File: config.mk
export PLATFORM = sky130hd
export DESIGN_NAME = six_pin_bidir_port
export DESIGN_NICKNAME = d
export VERILOG_FILES = /design/src/design/gpio_port_pkg.sv /design/src/design/pin_sync.sv /design/src/design/six_pin_bidir_port.sv
export VERILOG_INCLUDE_DIRS = /design/src /design/src/design
export SDC_FILE = /design/constraint.sdc
export NUM_CORES = 1
export LEC_CHECK = 0
export CAP_MARGIN = 20
export CELL_PAD_IN_SITES_DETAIL_PLACEMENT = 1
export CELL_PAD_IN_SITES_GLOBAL_PLACEMENT = 1
export CORE_MARGIN = 2
export CORE_UTILIZATION = 40
export CTS_CLUSTER_SIZE = 20
export DETAILED_ROUTE_END_ITERATION = 8
export DONT_BUFFER_PORTS = 1
export PLACE_DENSITY_LB_ADDON = 0.1
export SETUP_SLACK_MARGIN = 0.3
export SYNTH_ARGS = -nofsm -noshare
export SYNTH_HDL_FRONTEND = slang
export SYNTH_SLANG_ARGS = --single-unit
File: constraint.sdc
create_clock -name clk -period 1.8 [get_ports clk]
set_input_delay 0.27 -clock clk [delete_from_list [all_inputs] [get_ports clk]]
set_output_delay 0.27 -clock clk [all_outputs]
set_load 0.005 [all_outputs]
File: src/design/gpio_port_regs.svh
// register offsets, field positions and reset values of the six-pin port
`ifndef GPIO_PORT_REGS_SVH
`define GPIO_PORT_REGS_SVH
`define PORT_PIN_DATA_ADDR 8'h05
`define CHANGE_STATUS_ADDR 8'h0b
`define OPTIONS_ADDR 8'h81
`define PIN_DIRECTION_ADDR 8'h85
`define ANALOG_SELECT_ADDR 8'h91
`define PULLUP_SELECT_ADDR 8'h95
`define CHANGE_ENABLE_ADDR 8'h96
`define EXT_RESET_CTRL_ADDR 8'ha0
`define PULLUP_GLOBAL_BIT 7
`define CHANGE_FLAG_BIT 0
`define EXT_RESET_EN_BIT 0
`define INPUT_ONLY_PIN 3
`define OPTIONS_RESET 8'hff
`define DIRECTION_RESET 6'h3f
`define PULLUP_SELECT_RESET 6'h37
`define CHANGE_ENABLE_RESET 6'h00
`define ANALOG_SELECT_RESET 6'h3f
`endif

File: src/design/gpio_port_pkg.sv
// types shared by the six-pin port
package gpio_port_pkg;
  typedef logic [5:0] pin_vec_t;
  typedef logic [7:0] reg_byte_t;
endpackage

File: src/design/pin_sync.sv
// two-flop synchroniser for the port pin levels
`timescale 1ns/10ps
`default_nettype none
module pin_sync #(
  parameter int WIDTH = 6
) (
  input wire logic clk,
  input wire logic reset_n,
  input wire logic [WIDTH-1:0] async_in,
  output logic [WIDTH-1:0] sync_out
);
  logic [WIDTH-1:0] stage1;
  logic [WIDTH-1:0] next_stage1;
  logic [WIDTH-1:0] next_sync_out;

  // refused at elaboration: a zero-width synchroniser makes no sense
  if (WIDTH < 1) begin : g_bad_width
    $error("pin_sync width must be positive");
  end

  // first stage is only ever read by the second
  always_comb begin
    next_stage1 = async_in;
    next_sync_out = stage1;
  end

  always_ff @(posedge clk) begin
    if (!reset_n) begin
      stage1 <= '0;
      sync_out <= '0;
    end else begin
      stage1 <= next_stage1;
      sync_out <= next_sync_out;
    end
  end
endmodule // pin_sync
`default_nettype wire

File: src/design/six_pin_bidir_port.sv
// six-pin bidirectional port with pull-ups and change detection
// Operation
// [RULE1] six pins, each input or output, one direction bit per pin
// [RULE2] direction bit 1 makes the pin an input, driver off
// [RULE3] direction bit 0 drives the output latch onto the pin
// [RULE4] pin 3 is input only; its direction bit reads 1
// [RULE5] data reads return pin levels; writes go to output latches
// [RULE6] writes merge into sampled pin levels, whole latch stored; here the latch takes wdata[5:0] as written, no merge with the pins
// [RULE7] pin 3 reads 0 while external reset function enabled
// [RULE8] analog selection does not force the drivers off
// [RULE9] software keeps analog pins set as inputs
// [RULE10] analog-selected pins read 0 in the data register
// [RULE11] software sets analog and comparator config before digital use
// [RULE12] each pin except pin 3 has its own selectable pull-up
// [RULE13] pull-up forced off while the pin is an output
// [RULE14] after reset all pull-ups off, global disable bit set
// [RULE15] bits 5..0 map pins, bits 7 and 6 read 0
// [RULE16] every pin offers an interrupt-on-change option
// [RULE17] global disable 1 kills pull-ups; 0 follows per-pin selects
// [RULE18] enabled pins compared to last-read value; mismatches set flag
// [RULE19] change enables cleared by reset
// [RULE20] pin levels synchronised before reads and merges
//
// Design decision made here: the address-and-strobe port.
`timescale 1ns/10ps
`default_nettype none
`include "gpio_port_regs.svh"
module six_pin_bidir_port
  import gpio_port_pkg::*;
#(
  parameter int PINS = 6
) (
  input wire logic clk,
  input wire logic reset_n,
  input wire logic [7:0] addr,
  input wire logic [7:0] wdata,
  input wire logic wr_en,
  input wire logic rd_en,
  output logic [7:0] rdata,
  input wire logic [5:0] pin_in,
  output logic [5:0] pin_out,
  output logic [5:0] pin_oe,
  output logic [5:0] pullup_en,
  output logic port_change_flag
);
  pin_vec_t pin_sync_lvl;
  pin_vec_t out_latch, next_out_latch;
  pin_vec_t pin_direction_bits, next_pin_direction_bits;
  pin_vec_t pullup_select_bits, next_pullup_select_bits;
  pin_vec_t change_detect_enables, next_change_detect_enables;
  pin_vec_t analog_select_reg, next_analog_select_reg;
  pin_vec_t last_read, next_last_read;
  reg_byte_t options, next_options;
  logic ext_reset_pin_enable, next_ext_reset_pin_enable;
  logic next_port_change_flag;
  reg_byte_t next_rdata;
  pin_vec_t port_view;
  pin_vec_t dir_view;
  pin_vec_t mismatch;
  logic pullup_global_disable;

  // refused at elaboration: the register map is fixed at six pins
  if (PINS != 6) begin : g_bad_pins
    $error("six_pin_bidir_port serves exactly six pins");
  end

  // pins sampled through two flops before any use
  pin_sync #(.WIDTH(6)) u_sync ( // RULE20
    .clk(clk),
    .reset_n(reset_n),
    .async_in(pin_in),
    .sync_out(pin_sync_lvl)
  );

  assign pullup_global_disable = options[`PULLUP_GLOBAL_BIT];

  // direction view: pin 3 always reads as input
  always_comb begin
    dir_view = pin_direction_bits;
    dir_view[`INPUT_ONLY_PIN] = 1'b1; // RULE4
  end

  // data view: analog pins and reset-function pin read zero
  always_comb begin
    port_view = pin_sync_lvl & ~analog_select_reg; // RULE5 RULE10
    if (ext_reset_pin_enable) begin
      port_view[`INPUT_ONLY_PIN] = 1'b0; // RULE7
    end
  end

  // per-pin driver and pull-up control
  genvar g;
  generate
    for (g = 0; g < 6; g++) begin : g_pin
      // analog select deliberately absent from the enable
      assign pin_oe[g] = ~dir_view[g]; // RULE1 RULE2 RULE3 RULE8
      assign pin_out[g] = out_latch[g] & ~dir_view[g]; // RULE3
      // pin 3 has no pull-up device at all
      if (g == `INPUT_ONLY_PIN) begin : g_nopu
        assign pullup_en[g] = 1'b0; // RULE12
      end else begin : g_pu
        assign pullup_en[g] = pullup_select_bits[g] & dir_view[g]
          & ~pullup_global_disable; // RULE12 RULE13 RULE17
      end
    end
  endgenerate

  // mismatch against the value latched at the last data read or data write
  assign mismatch = (port_view ^ last_read) & change_detect_enables; // RULE18

  // register next values
  always_comb begin
    next_out_latch = out_latch;
    next_pin_direction_bits = pin_direction_bits;
    next_pullup_select_bits = pullup_select_bits;
    next_change_detect_enables = change_detect_enables;
    next_analog_select_reg = analog_select_reg;
    next_options = options;
    next_ext_reset_pin_enable = ext_reset_pin_enable;
    next_last_read = last_read;
    next_port_change_flag = port_change_flag;
    next_rdata = 8'h00;
    if (wr_en) begin
      if (addr == `PORT_PIN_DATA_ADDR) begin
        // whole latch rewritten from write data; read side is the pins
        next_out_latch = wdata[5:0]; // RULE6
        next_last_read = port_view; // write also ends mismatch
      end else if (addr == `PIN_DIRECTION_ADDR) begin
        next_pin_direction_bits = wdata[5:0];
      end else if (addr == `PULLUP_SELECT_ADDR) begin
        next_pullup_select_bits = wdata[5:0];
        next_pullup_select_bits[`INPUT_ONLY_PIN] = 1'b0;
      end else if (addr == `CHANGE_ENABLE_ADDR) begin
        next_change_detect_enables = wdata[5:0]; // RULE16
      end else if (addr == `ANALOG_SELECT_ADDR) begin
        next_analog_select_reg = wdata[5:0];
      end else if (addr == `OPTIONS_ADDR) begin
        next_options = wdata;
      end else if (addr == `EXT_RESET_CTRL_ADDR) begin
        next_ext_reset_pin_enable = wdata[`EXT_RESET_EN_BIT];
      end else if (addr == `CHANGE_STATUS_ADDR) begin
        if (!wdata[`CHANGE_FLAG_BIT]) begin
          next_port_change_flag = 1'b0;
        end
      end
    end
    if (rd_en) begin
      if (addr == `PORT_PIN_DATA_ADDR) begin
        next_rdata = {2'b00, port_view}; // RULE15
        next_last_read = port_view; // RULE18
      end else if (addr == `PIN_DIRECTION_ADDR) begin
        next_rdata = {2'b00, dir_view}; // RULE4
      end else if (addr == `PULLUP_SELECT_ADDR) begin
        next_rdata = {2'b00, pullup_select_bits};
      end else if (addr == `CHANGE_ENABLE_ADDR) begin
        next_rdata = {2'b00, change_detect_enables};
      end else if (addr == `ANALOG_SELECT_ADDR) begin
        next_rdata = {2'b00, analog_select_reg};
      end else if (addr == `OPTIONS_ADDR) begin
        next_rdata = options;
      end else if (addr == `EXT_RESET_CTRL_ADDR) begin
        next_rdata = {7'h00, ext_reset_pin_enable};
      end else if (addr == `CHANGE_STATUS_ADDR) begin
        next_rdata = {7'h00, port_change_flag};
      end
    end
    // set beats clear in the same cycle
    if (|mismatch) begin
      next_port_change_flag = 1'b1; // RULE18
    end
  end

  always_ff @(posedge clk) begin
    if (!reset_n) begin
      out_latch <= 6'h00;
      pin_direction_bits <= `DIRECTION_RESET;
      pullup_select_bits <= `PULLUP_SELECT_RESET;
      change_detect_enables <= `CHANGE_ENABLE_RESET; // RULE19
      analog_select_reg <= `ANALOG_SELECT_RESET;
      options <= `OPTIONS_RESET; // RULE14
      ext_reset_pin_enable <= 1'b0;
      last_read <= 6'h00;
      port_change_flag <= 1'b0;
      rdata <= 8'h00;
    end else begin
      out_latch <= next_out_latch;
      pin_direction_bits <= next_pin_direction_bits;
      pullup_select_bits <= next_pullup_select_bits;
      change_detect_enables <= next_change_detect_enables;
      analog_select_reg <= next_analog_select_reg;
      options <= next_options;
      ext_reset_pin_enable <= next_ext_reset_pin_enable;
      last_read <= next_last_read;
      port_change_flag <= next_port_change_flag;
      rdata <= next_rdata;
    end
  end
endmodule // six_pin_bidir_port
`default_nettype wire

==> flow_summary.toml <==
[outcome]
status = "completed"

[yosys]
ys_seq_area_share_pct = 45.00
synth_mux_area_share_pct = 9.732
synth_top_area_cell = "dfxtp_1"
yosysWarnings = 0
syn_inst = 312
synth-main-ff-cell = "dfxtp_1"
synth_fa_ha_area_share_pct = 0
synth_compound_area_share_pct = 12.63
ys_types = 49
syn_area_per_cell_um2 = 8.983
yosys.area_share.simple_pct = 25.58
ys_ff_latch = 63
syn_area_mm2 = 0.002803
synth_xor_area_share_pct = 1.875
yosysTopAreaCellShare_pct = 45.00
async_flop_share_pct = 0
synth_top_family_by_area = "simple AND/OR/NAND/NOR gates"
synthTopCellsByArea = "dfxtp_1, mux2i_1, nand2_1, a21oi_1, and2_1"
synth_edf_count = 0

[finish]
fin_area_mm2 = 0.003197
top_regs = "options (8), rdata (8)"
final_layout_size_suffix_gt1_share_pct = 11.21
n_antenna_cell = 0
area_delta_synth_final_pct = 14.06
mostFrequentLayoutCells = "dfxtp_1, nand2_1, mux2i_1"
layout_commonest_cell = "dfxtp_1"
nets = 342
layoutNonFillerInstCount = 417

[placement]
postPlaceCellArea_mm2 = 0.002942
hpwl_um = 5701
post-place-cells = 399
io_buffers = 0
preCtsSetupSlack_ns = 0.1480
gp_congestion = 0.8378

[sta]
setup_viol = 0
skew_ns = 0.005557
worstMarginPinSlew_ns = 0.7079
finalCritPeriodShare_pct = 78.11
fin_ws_ns = 0.3940
slew_headroom_pct = 52.65
fmaxAchievable_ghz = 0.7112
drv_slew = 0
finalHoldViolCount = 0
rsz0062_at_grt = "false"
setup_tns_ns = 0
period_needed_ns = 1.406
whs_ns = 0.01411

[die]
die_y_um = 87.71
core_area_mm2 = 0.006794
dieArea_mm2 = 0.007692
die_x_um = 87.71
rows = 30
start_util_pct = 41.25
boundaryPins = 53

[routing]
drt_first_pass_iters = 4
via_per_inst = 5.458
wl_per_cell_um = 19.12
num_vias = 2276
drcViolationCount = 0
first_iter_violations = 111
drtAntennaViolNets = 0
wirelength_um = 7971

[power]
power.density_mw_per_mm2 = 910.8
peakVddDrop_v = 0.0004833
p_leak_nw = 1.282

[job]
cap_viol_max_count = 0

[setup_path]
critPathKind = "reg -> reg"
cp.required_ns = 2.01
arrival_ns = 1.62
crit_fanout = 3
critPathCaptureType = "register"
start_kind = "register"

[grt]
grt_antenna_before_repair = 0
grt_overflow = 0
grt_max_degree = 24
grt_usage_pct = 22.59
grt_pass1_wl_um = 12850
grt_pass1_vias = 2455

[clock_tree]
clk_path_buf_depth = 2
postCtsSetupBuffers = 0
clock_tree.root_cell = "clkbuf_8"
clk_pin_slew_ns = 0.08
clock-sinks = 63
clk_latency_ns = 0.34
cts_made_buffers = 9
cts_max_level = 3
cts_tree = "built"

[hold_path]
min_path_type = "in -> reg"
-- cells by family after synthesis --
family | after synthesis
mux | 27
flops | 63
other cells | 1
compound gates | 52
xor+xnor | 6
buf+inv | 28
simple gates | 135
-- worst paths after layout --
| kind | start | endpoint | slack [ns] | cells after the start |
|---|---|---|---|---|
| setup / recovery | analog_select_reg[1]$_SDFFE_PN1P_ | port_change_flag$_SDFFE_PN0P_ | 0.39 | 4 |
| hold / removal | reset_n | pin_direction_bits[4]$_SDFFE_PN1P_ | 0.01 | 1 |
| setup reg to reg | analog_select_reg[1]$_SDFFE_PN1P_ | port_change_flag$_SDFFE_PN0P_ | 0.39 | 4 |
| hold reg to reg | u_sync.next_sync_out[1]$_SDFF_PN0_ | u_sync.sync_out[1]$_SDFF_PN0_ | 0.43 | 1 |
-- routing by layer --
metal	routed length [um]	part of all wire [%]	GRT usage, %
met4	109	1.4	7.413
met1	3837	48	30.04
met5	0	0	0
met3	313	3.9	5.090
met2	3710	47	36.43
-- cells in the mapped netlist, types with 3 or more instances --
library cell and instances:
mux2i_1 25, and4_1 3, buf_2 5, buf_4 4, o22a_1 4, nor3b_1 3
a2bb2oi_1 4, and2_1 13, nand3_1 13, a21oi_1 19, a211oi_1 4, a31oi_1 3
o211ai_1 5, inv_1 8, xor2_1 4, nor2_1 18, dfxtp_1 63, clkbuf_1 8
nor2b_1 12, nand2_1 53
-- layout make-up --
class,instances,area [um2]
Fill cell,805,3597
Multi-Input combinational cell,223,1459
Sequential cell,63,1261
Clock buffer,10,137.6
Tap cell,96,120.1
Clock inverter,6,92.59
Timing Repair Buffer,10,92.59
Inverter,9,33.78
-- per-stage QoR --
stage / power (mW) / util, %
after global routing: 3.024 / 47.05
after detailed placement: 1.517 / 43.30
after CTS: 2.942 / 47.02
final: 2.912 / 47.05
after floorplan: 1.542 / -
after global placement: 1.518 / 43.30
-- power breakdown --
group | internal [mW] | leakage, nW | switching, mW
Combinational | 0.0414 | 0.662 | 0.0432
Sequential | 1.41 | 0.511 | 0.00425
Clock | 0.824 | 0.109 | 0.592
-- worst max-delay path, stage by stage, from the launching register on --
cell and delay (ns):
dfxtp_1 0.42, nor2b_2 0.09, xor2_1 0.15, a222oi_1 0.46, a31oi_1 0.16
-- repair_timing --
item,in CTS,in global routing
hold buffers,2,0
resized for setup,1,1
endpoints found under the setup margin,1,1
endpoints found under the hold margin,18,0
pin swaps,1,1
Power figures use the tool's default switching activity.
